===== config.mk =====
export PLATFORM = sky130hd
export DESIGN_NAME = rtcb_core
export DESIGN_NICKNAME = d
export VERILOG_FILES = /design/src/rtcb_pkg.sv /design/src/rtcb_core.sv /design/src/rtcb_regmem.sv
export SDC_FILE = /design/constraint.sdc
export NUM_CORES = 1
export LEC_CHECK = 0
export BUFFER_PORTS_ARGS = -buffer_cell sky130_fd_sc_hd__buf_4
export CAP_MARGIN = 40
export CORE_ASPECT_RATIO = 1.1
export CORE_MARGIN = 4
export CORE_UTILIZATION = 30
export CTS_CLUSTER_SIZE = 40
export DETAILED_ROUTE_END_ITERATION = 7
export PLACE_DENSITY = 0.42
export SYNTH_ARGS = -nofsm -noshare
export SYNTH_HDL_FRONTEND = slang
export SYNTH_HIERARCHICAL = 1
export SYNTH_SLANG_ARGS = --single-unit

===== constraint.sdc =====
create_clock -name mclk -period 3.49 [get_ports mclk]
set_input_delay 0.5235 -clock mclk [delete_from_list [all_inputs] [get_ports mclk]]
set_output_delay 0.5235 -clock mclk [all_outputs]
set_load 0.03 [all_outputs]

===== src/rtcb_pkg.sv =====
// package: constants, types and helpers of the coherent buffer/transfer layer
// Functional notes
// - snapshot all counters at each transfer start while not halted
// - time write in transfer reloads counters at end
// - unwritten time bytes reload their starting values
// - writes only to 08h-1Fh and 28h-3Fh leave counters alone
// - every time register write resets divider
// - battery backup entry sets halt-update bit
// - halt-update set blocks snapshots, freezing buffers
// - host clears halt via bit 6 at 0x0C
// - time write under halt reloads frozen merged time
// - 32 addresses, BCD time, binary control
// - chip enable low starts, high ends transfer
// - first bit direction, then one ignored bit and six address bits
// - burst pointer increments, wraps 3Fh to 00h
package rtcb_pkg;

    // ------------------------------------------------------------
    // timing
    // ------------------------------------------------------------
    localparam int CLK_PERIOD_NS    = 10;
    localparam int HUNDREDTH_NS     = 10_000_000;
    localparam int HUNDREDTH_CYCLES = HUNDREDTH_NS / CLK_PERIOD_NS;

    // ------------------------------------------------------------
    // register map
    // ------------------------------------------------------------
    localparam logic [5:0] ADDR_SUBSECOND   = 6'h00;
    localparam logic [5:0] ADDR_SECONDS     = 6'h01;
    localparam logic [5:0] ADDR_MINUTES     = 6'h02;
    localparam logic [5:0] ADDR_HOURS       = 6'h03;
    localparam logic [5:0] ADDR_WEEKDAY     = 6'h04;
    localparam logic [5:0] ADDR_DAY         = 6'h05;
    localparam logic [5:0] ADDR_MONTH       = 6'h06;
    localparam logic [5:0] ADDR_YEAR        = 6'h07;
    localparam logic [5:0] ADDR_TRIM        = 6'h08;
    localparam logic [5:0] ADDR_SUPERVISOR  = 6'h09;
    localparam logic [5:0] ADDR_HALT_REG    = 6'h0C;
    localparam int         HALT_BIT         = 6;
    localparam int         STOP_BIT         = 7;
    localparam int         MEM_DEPTH        = 24;
    localparam logic [4:0] MEM_BASE         = 5'h08;
    localparam logic       HALT_RESET       = 1'b1;
    // per-byte masks of the time bytes, byte 7 in the top lane
    localparam logic [63:0] TIME_MASK       = 64'hFF1F3F07FF7FFFFF;
    localparam logic [63:0] TIME_RESET      = 64'h0001010100000000;

    // ------------------------------------------------------------
    // BCD limits
    // ------------------------------------------------------------
    localparam logic [7:0] BCD_00 = 8'h00;
    localparam logic [7:0] BCD_01 = 8'h01;
    localparam logic [7:0] BCD_07 = 8'h07;
    localparam logic [7:0] BCD_12 = 8'h12;
    localparam logic [7:0] BCD_23 = 8'h23;
    localparam logic [7:0] BCD_59 = 8'h59;
    localparam logic [7:0] BCD_99 = 8'h99;

    // byte i of the struct sits at bits 8*i+7..8*i
    typedef struct packed {
        logic [7:0] year;
        logic [7:0] month;
        logic [7:0] day;
        logic [7:0] weekday;
        logic [7:0] century_hours;
        logic [7:0] minutes;
        logic [7:0] seconds_stop;
        logic [7:0] subsecond;
    } rtcb_time_t;

    // advance one BCD field; bit 8 is the carry out
    function automatic logic [8:0] rtcb_bcd_step(input logic [7:0] v, input logic [7:0] lim,
                                                 input logic [7:0] first);
        if (v >= lim) begin
            return {1'b1, first};
        end else if (v[3:0] >= 4'h9) begin
            return {1'b0, 4'(v[7:4] + 4'h1), 4'h0};
        end
        return {1'b0, v[7:4], 4'(v[3:0] + 4'h1)};
    endfunction

    function automatic logic [7:0] rtcb_month_days(input logic [7:0] month, input logic [7:0] year);
        logic leap;
        leap = (!year[4] && (year[3:0] == 4'h0 || year[3:0] == 4'h4 || year[3:0] == 4'h8)) ||
               (year[4] && (year[3:0] == 4'h2 || year[3:0] == 4'h6));
        case (month)
            8'h02: return leap ? 8'h29 : 8'h28;
            8'h04, 8'h06, 8'h09, 8'h11: return 8'h30;
            default: return 8'h31;
        endcase
    endfunction

endpackage


===== src/rtcb_core.sv =====
// module: serial register port, buffer/transfer registers and clock/calendar counters
`timescale 1ns/1ps
module rtcb_core import rtcb_pkg::*; #(
    parameter int TICK_CYCLES = HUNDREDTH_CYCLES
) (
    input  wire logic       mclk,
    input  wire logic       reset,
    input  wire logic       spi_sclk,
    input  wire logic       spi_sdi,
    input  wire logic       spi_ce_n,
    output logic            spi_sdo,
    output logic            spi_sdo_oe,
    input  wire logic       battery_backup,
    output rtcb_time_t      time_now,
    output logic            halt_update_freeze
);

    // ------------------------------------------------------------
    // pin synchronisers
    // ------------------------------------------------------------
    logic [1:0] sclk_sync, ce_sync, sdi_sync, batt_sync;
    logic       sclk_d, ce_d, batt_d;

    always_ff @(posedge mclk) begin
        if (reset) begin
            sclk_sync <= 2'h0;
            ce_sync   <= 2'h3;
            sdi_sync  <= 2'h0;
            batt_sync <= 2'h0;
            sclk_d    <= 1'b0;
            ce_d      <= 1'b1;
            batt_d    <= 1'b0;
        end else begin
            sclk_sync <= {sclk_sync[0], spi_sclk};
            ce_sync   <= {ce_sync[0], spi_ce_n};
            sdi_sync  <= {sdi_sync[0], spi_sdi};
            batt_sync <= {batt_sync[0], battery_backup};
            sclk_d    <= sclk_sync[1];
            ce_d      <= ce_sync[1];
            batt_d    <= batt_sync[1];
        end
    end

    logic sclk_rise, sclk_fall, ce_fall, ce_rise, batt_rise;
    assign sclk_rise = sclk_sync[1] & ~sclk_d;
    assign sclk_fall = ~sclk_sync[1] & sclk_d;
    assign ce_fall   = ~ce_sync[1] & ce_d;
    assign ce_rise   = ce_sync[1] & ~ce_d;
    assign batt_rise = batt_sync[1] & ~batt_d;

    // ------------------------------------------------------------
    // state
    // ------------------------------------------------------------
    rtcb_time_t cnt, next_cnt;
    logic [63:0] tbuf, next_tbuf;
    logic [7:0]  wflags, next_wflags;
    logic [31:0] div, next_div;
    logic        halt, next_halt;
    logic        active, next_active;
    logic        cmd_done, next_cmd_done;
    logic        dir_wr, next_dir_wr;
    logic [2:0]  bitcnt, next_bitcnt;
    logic [5:0]  ptr, next_ptr;
    logic [7:0]  sh_in, next_sh_in;
    logic [7:0]  sh_out, next_sh_out;
    logic        mem_we;
    logic [4:0]  mem_wa;
    logic [7:0]  mem_wd, mem_rd, rd_byte, in_byte;
    logic [4:0]  mem_ra;

    assign in_byte = {sh_in[6:0], sdi_sync[1]};
    // bit 5 of the address is ignored: 32 addresses alias twice in 6 bits
    assign mem_ra  = 5'(ptr[4:0] - MEM_BASE);

    rtcb_regmem #(
        .DEPTH   (MEM_DEPTH),
        .WIDTH   (8),
        .AW      (5)
    ) u_mem (
        .mclk    (mclk),
        .wr_en   (mem_we),
        .wr_addr (mem_wa),
        .wr_data (mem_wd),
        .rd_addr (mem_ra),
        .rd_data (mem_rd)
    );

    // ------------------------------------------------------------
    // read data selection
    // ------------------------------------------------------------
    always_comb begin
        if (ptr[4:3] == 2'b00) begin
            rd_byte = tbuf[{ptr[2:0], 3'b000} +: 8];
        end else if (ptr[4:0] == ADDR_HALT_REG[4:0]) begin
            rd_byte = mem_rd;
            rd_byte[HALT_BIT] = halt;
        end else begin
            rd_byte = mem_rd;
        end
    end

    // ------------------------------------------------------------
    // next state
    // ------------------------------------------------------------
    logic [8:0] s;
    logic       tick;
    assign tick = (div >= 32'(TICK_CYCLES - 1));

    always_comb begin
        next_cnt      = cnt;
        next_tbuf     = tbuf;
        next_wflags   = wflags;
        next_div      = tick ? 32'h0 : div + 32'h1;
        next_halt     = halt;
        next_active   = active;
        next_cmd_done = cmd_done;
        next_dir_wr   = dir_wr;
        next_bitcnt   = bitcnt;
        next_ptr      = ptr;
        next_sh_in    = sh_in;
        next_sh_out   = sh_out;
        mem_we        = 1'b0;
        mem_wa        = 5'(ptr[4:0] - MEM_BASE);
        mem_wd        = in_byte;
        s             = 9'h000;

        // counters advance in one cycle, so a capture never sees half a carry
        if (tick && !cnt.seconds_stop[STOP_BIT]) begin
            s = rtcb_bcd_step(cnt.subsecond, BCD_99, BCD_00);
            next_cnt.subsecond = s[7:0];
            if (s[8]) begin
                s = rtcb_bcd_step({1'b0, cnt.seconds_stop[6:0]}, BCD_59, BCD_00);
                next_cnt.seconds_stop[6:0] = s[6:0];
            end
            if (s[8]) begin
                s = rtcb_bcd_step(cnt.minutes, BCD_59, BCD_00);
                next_cnt.minutes = s[7:0];
            end
            if (s[8]) begin
                s = rtcb_bcd_step({2'b00, cnt.century_hours[5:0]}, BCD_23, BCD_00);
                next_cnt.century_hours[5:0] = s[5:0];
            end
            if (s[8]) begin
                next_cnt.weekday = 8'(rtcb_bcd_step(cnt.weekday, BCD_07, BCD_01));
                s = rtcb_bcd_step(cnt.day, rtcb_month_days(cnt.month, cnt.year), BCD_01);
                next_cnt.day = s[7:0];
            end
            if (s[8]) begin
                s = rtcb_bcd_step(cnt.month, BCD_12, BCD_01);
                next_cnt.month = s[7:0];
            end
            if (s[8]) begin
                s = rtcb_bcd_step(cnt.year, BCD_99, BCD_00);
                next_cnt.year = s[7:0];
            end
            if (s[8]) begin
                next_cnt.century_hours[7:6] = 2'(cnt.century_hours[7:6] + 2'h1);
            end
        end

        if (ce_fall) begin
            next_active   = 1'b1;
            next_cmd_done = 1'b0;
            next_bitcnt   = 3'h0;
            next_wflags   = 8'h00;
            if (!halt) begin
                next_tbuf = cnt;
            end
        end else if (ce_rise) begin
            next_active = 1'b0;
            // a read leaves the next byte in the shifter, so the idle line would show it
            next_sh_out = 8'h00;
            // untouched bytes still hold the start-of-transfer copy
            if (wflags != 8'h00) begin
                next_cnt = rtcb_time_t'(tbuf & TIME_MASK);
                next_div = 32'h0;
            end
        end else if (active && sclk_rise) begin
            next_sh_in  = in_byte;
            next_bitcnt = 3'(bitcnt + 3'h1);
            if (bitcnt == 3'h7) begin
                if (!cmd_done) begin
                    next_cmd_done = 1'b1;
                    next_dir_wr   = in_byte[7];
                    next_ptr      = in_byte[5:0];
                end else begin
                    next_ptr = 6'(ptr + 6'h1);
                    if (dir_wr) begin
                        if (ptr[4:3] == 2'b00) begin
                            next_tbuf[{ptr[2:0], 3'b000} +: 8] = in_byte;
                            next_wflags[ptr[2:0]] = 1'b1;
                            next_div = 32'h0;
                        end else begin
                            mem_we = 1'b1;
                            if (ptr[4:0] == ADDR_HALT_REG[4:0]) begin
                                next_halt = in_byte[HALT_BIT];
                            end
                        end
                    end
                end
            end
        end else if (active && sclk_fall && cmd_done && !dir_wr) begin
            next_sh_out = (bitcnt == 3'h0) ? rd_byte : {sh_out[6:0], 1'b0};
        end

        // entering backup wins over a host clear in the same cycle
        if (batt_rise) begin
            next_halt = 1'b1;
        end
    end

    // ------------------------------------------------------------
    // registers
    // ------------------------------------------------------------
    always_ff @(posedge mclk) begin
        if (reset) begin
            cnt      <= rtcb_time_t'(TIME_RESET);
            tbuf     <= 64'h0;
            wflags   <= 8'h00;
            div      <= 32'h0;
            halt     <= HALT_RESET;
            active   <= 1'b0;
            cmd_done <= 1'b0;
            dir_wr   <= 1'b0;
            bitcnt   <= 3'h0;
            ptr      <= 6'h00;
            sh_in    <= 8'h00;
            sh_out   <= 8'h00;
        end else begin
            cnt      <= next_cnt;
            tbuf     <= next_tbuf;
            wflags   <= next_wflags;
            div      <= next_div;
            halt     <= next_halt;
            active   <= next_active;
            cmd_done <= next_cmd_done;
            dir_wr   <= next_dir_wr;
            bitcnt   <= next_bitcnt;
            ptr      <= next_ptr;
            sh_in    <= next_sh_in;
            sh_out   <= next_sh_out;
        end
    end

    // ------------------------------------------------------------
    // outputs
    // ------------------------------------------------------------
    assign spi_sdo            = sh_out[7];
    assign spi_sdo_oe         = active & cmd_done & ~dir_wr;
    assign time_now           = cnt;
    assign halt_update_freeze = halt;

endmodule


===== src/rtcb_regmem.sv =====
// module: byte store for the non-time registers with registered read data
`timescale 1ns/1ps
module rtcb_regmem #(
    parameter int DEPTH = 24,
    parameter int WIDTH = 8,
    parameter int AW    = 5
) (
    input  wire logic             mclk,
    input  wire logic             wr_en,
    input  wire logic [AW-1:0]    wr_addr,
    input  wire logic [WIDTH-1:0] wr_data,
    input  wire logic [AW-1:0]    rd_addr,
    output logic      [WIDTH-1:0] rd_data
);

    logic [WIDTH-1:0] mem [DEPTH];

    // ------------------------------------------------------------
    // storage has no reset, like battery-held user bytes
    // ------------------------------------------------------------
    always_ff @(posedge mclk) begin
        if (wr_en && int'(wr_addr) < DEPTH) begin
            mem[wr_addr] <= wr_data;
        end
        rd_data <= (int'(rd_addr) < DEPTH) ? mem[rd_addr] : '0;
    end

endmodule


==> Flow_metrics.wiki <==
{| class="wikitable"
! Metric !! Value
|-
| Clock slew at reported path FFs || 0.06 ns
|-
| Commonest cells after routing, fill and taps aside || 211 x sky130_fd_sc_hd__dfxtp_1, 207 x sky130_fd_sc_hd__nor2_1, 192 x sky130_fd_sc_hd__edfxtp_1
|-
| Switching part of the total || 21.89%
|-
| Hold violation count in the final report || 0
|-
| Area growth from synthesis to layout || 18.18%
|-
| Maximum net fanout on the critical path || 4
|-
| Required arrival time at the worst endpoint || 3.98 ns
|-
| Clock net sink count || 406
|-
| Number of buffers on the longest clock path || 3
|-
| Fraction of layout cells with a size suffix above 1 || 16.00%
|-
| Xor/xnor cell area share of the yosys netlist || less than 1%
|-
| Count of nets left with antenna violations after detail routing || 0
|-
| Worst Setup Slack post-DPL || 0.2199 ns
|-
| I/O Buffers || 72
|-
| CTS HTree Levels || 2
|-
| NumNets Final || between 1500 and 2000
|-
| Critical path capture point type || register
|-
| Row count || 95
|-
| Cell-internal power || ~8 mW
|-
| Clock latency of the later-clocked register in the worst-skew pair || about 0.59 ns
|-
| Count of unique library cells instantiated by Yosys || 82
|-
| Slew HR || 43.38%
|-
| First-pass GRT wire length || 90660 um
|-
| Area share of and/or/nand/nor cells after synthesis || 14.42%
|-
| Antenna Cells || 0
|-
| Sw Pwr || 2.190 mW
|-
| #FFs+latches synth || approximately 400
|-
| Sum of negative setup slack || 0 ns
|-
| Maximum number of pins on one net before global-route repair || 118
|-
| Primary FF master, synth || sky130_fd_sc_hd__dfxtp_1
|-
| Area of the core || 0.06145 mm^2
|-
| Setup Crit Path Kind || reg -> reg
|-
| DIE HEIGHT || 269.8 um
|-
| Area of the die || around 0.066 mm^2
|-
| Outcome || finished clean
|-
| Number of flops mapped to enable cells by yosys || 192
|-
| Critical path arrival || 3.78 ns
|-
| Total number of vias || 14240
|-
| Share of synthesized area spent on multiplexers || 7.904%
|-
| WL final || between 50000 and 60000 um
|-
| Antenna violations before repair || 0
|-
| RSZ-0062 raised after global routing || no
|-
| Period Utilization, post-route || 94.26%
|-
| Ys Warns || 6
|-
| PD cells || about 450 mW/mm^2
|-
| Area fraction in compound gates after synthesis || 15.12%
|-
| Fraction of power consumed by combinational cells || 2.1%
|-
| Clock Power Share || 48.2%
|-
| Most frequent standard cell in the layout excluding fill and tap cells || sky130_fd_sc_hd__dfxtp_1
|-
| Initial Util || 30.42%
|-
| Iteration-0 DRC Markers || between 1000 and 1500
|-
| Length of the first detailed-routing pass in iterations || 5
|-
| Clock Skew || between 0.015 and 0.02 ns
|-
| Count of final setup violators || 0
|-
| Clock Root Buffer || sky130_fd_sc_hd__clkbuf_16
|-
| Largest family of logic cells by synthesized area || compound AO/OA/AOI/OAI gates
|-
| Placer congestion estimate || 0.8265
|-
| Via/cell ratio || about 5.3
|-
| Min cycle time layout || approximately 3.3 ns
|-
| Share of async-settable or async-resettable flops after synthesis || 0%
|-
| Die outline width || ~250 um
|-
| Overflow left after global routing || 0
|-
| Max VDD drop || 0.3543 mV
|-
| Upper clock frequency limit || a little over 300 MHz
|-
| Mean area per synthesized cell || 10.88 um^2
|-
| Number of max-slew violations in the final report || 0
|-
| Sequential share of the synthesized area || 53.75%
|-
| Drc violations || 0
|-
| Instance count of the mapped netlist || 1718
|-
| Ports placed on the boundary || 73
|-
| Detailed-placement wirelength estimate || 40110 um
|-
| TritonCTS clock tree || built
|-
| Sequential cell fraction of total power || between 40 and 50%
|-
| Global Route Usage Sum || 17.71%
|-
| Clock buffers created by TritonCTS || 46
|-
| Final worst slack || 0.2002 ns
|-
| Kind of start point of the critical path || register
|-
| Adder-Cell Fraction of Synth Area || under 10%
|-
| Post-synth design cell area || 0.01870 mm^2
|-
| Number of maximum-capacitance constraint violations || 0
|-
| Least-Margin Pin Slew || approximately 0.85 ns
|-
| Static leakage || 7.687 nW
|-
| Path category of the worst min-delay check || in -> reg
|-
| Drt wl/cell || 22.02 um
|-
| Vias in the first global route || 14180
|}
==> per-layer routing <==
metal  global-route usage [%]  part of all wire, %  up-vias  wire length (um)
met5                        0                    0        -                 0
met4                    4.345                  2.2        0              1321
met3                    2.740                  4.2       81              2517
met2                    30.36                   49      343             29450
met1                    23.48                   44     7080             26270
li1                         -                    -     6738                 -
==> worst max-delay path, cell delays in order, from the launching register on <==
cell	delay [ns]
sky130_fd_sc_hd__dfxtp_1	0.34
sky130_fd_sc_hd__inv_1	0.12
sky130_fd_sc_hd__ha_1	0.18
sky130_fd_sc_hd__nor2b_1	0.18
sky130_fd_sc_hd__and3_1	0.16
sky130_fd_sc_hd__o21ai_0	0.09
sky130_fd_sc_hd__mux2_2	0.30
sky130_fd_sc_hd__ha_1	0.29
sky130_fd_sc_hd__nor4b_2	0.05
sky130_fd_sc_hd__o21a_1	0.23
sky130_fd_sc_hd__a21oi_1	0.24
sky130_fd_sc_hd__nand4_1	0.21
sky130_fd_sc_hd__or4_1	0.56
sky130_fd_sc_hd__a311oi_1	0.26
==> cell usage after synthesis (all sizes together) (14+ instances only) <==
| cell type | count | area (um^2) |
|---|---|---|
| a211oi | 74 | 568.1 |
| a21oi | 43 | 215.2 |
| a22oi | 32 | 240.2 |
| a311oi | 27 | 236.5 |
| a31oi | 16 | 100.1 |
| and3 | 14 | 92.59 |
| buf | 37 | 264.0 |
| clkbuf | 67 | 252.7 |
| dfxtp | 214 | 4284 |
| edfxtp | 192 | 5766 |
| ha | 58 | 725.7 |
| inv | 60 | 225.2 |
| mux2i | 88 | 880.8 |
| mux4 | 22 | 529.3 |
| nand2 | 92 | 345.3 |
| nand2b | 16 | 100.1 |
| nand3 | 77 | 395.4 |
| nor2 | 208 | 780.8 |
| nor2b | 25 | 156.4 |
| nor3 | 26 | 130.1 |
| o211ai | 17 | 132.6 |
| o21ai | 43 | 215.2 |
| o22ai | 67 | 419.2 |
==> stage by stage <==
stage	instances	hold slack, ns	util (%)	total power, mW	instance area, um^2
after detailed placement	2619	0.4176	33.50	5.286	20590
final	2705	0.1337	35.95	10.00	22090
after floorplan	1729	0.3895	-	5.206	18740
after CTS	2704	0.09189	35.92	10.15	22070
after global placement	2618	0.4210	33.49	5.285	20580
after global routing	2705	0.1125	35.95	10.37	22090
==> area by class of cell <==
| cell class | count | area, um^2 |
|---|---|---|
| clock buffer | 54 | 1211 |
| multi-input combinational | 1157 | 7966 |
| sequential | 406 | 10060 |
| clock inverter | 31 | 276.5 |
| fill | 6182 | 39360 |
| inverter | 62 | 232.7 |
| timing repair buffer | 171 | 1321 |
| tap | 824 | 1031 |
==> registers in the layout, summed over array words and instances (netlist names), 5 cells and up <==
register       flops
wflags             8
tbuf              64
time_now          64
u_mem/rd_data      8
sh_in              7
sh_out             8
ptr                5
u_mem/mem        192
div               32
==> power groups by stage <==
stage          combinational, mW  sequential (mW)  clock [mW]
2_1_floorplan              0.118             5.09           0
3_3_place_gp               0.209             5.08           0
3_5_place_dp               0.208             5.08           0
4_1_cts                    0.209             4.97        4.96
5_1_grt                    0.227             4.97        5.17
6_report                   0.210             4.97        4.82
==> worst paths after layout <==
check                     from            to  slack, ns  cells after the start
setup / recovery  time_now[52]  time_now[51]       0.20                     13
setup reg to reg  time_now[52]  time_now[51]       0.20                     13
hold / removal        spi_ce_n    ce_sync[0]       0.13                      2
hold reg to reg     ce_sync[0]    ce_sync[1]       0.42                      1
==> logic make-up (layout without fill, tap and decap cells) <==
logic type	after synthesis	in the layout
compound gates	399	399
xor+xnor	19	19
fa+ha+maj	58	58
buf+inv	166	318
flops	406	406
mux	116	116
other cells	1	12
simple gates	553	553
==> what timing repair did <==
| item | CTS | global route |
|---|---|---|
| setup endpoints to repair | 0 | 133 |
| hold buffers | 0 | 0 |
| setup buffers | 0 | 1 |
| resized for setup | 0 | 3 |
(Power assumes the default switching activity.)
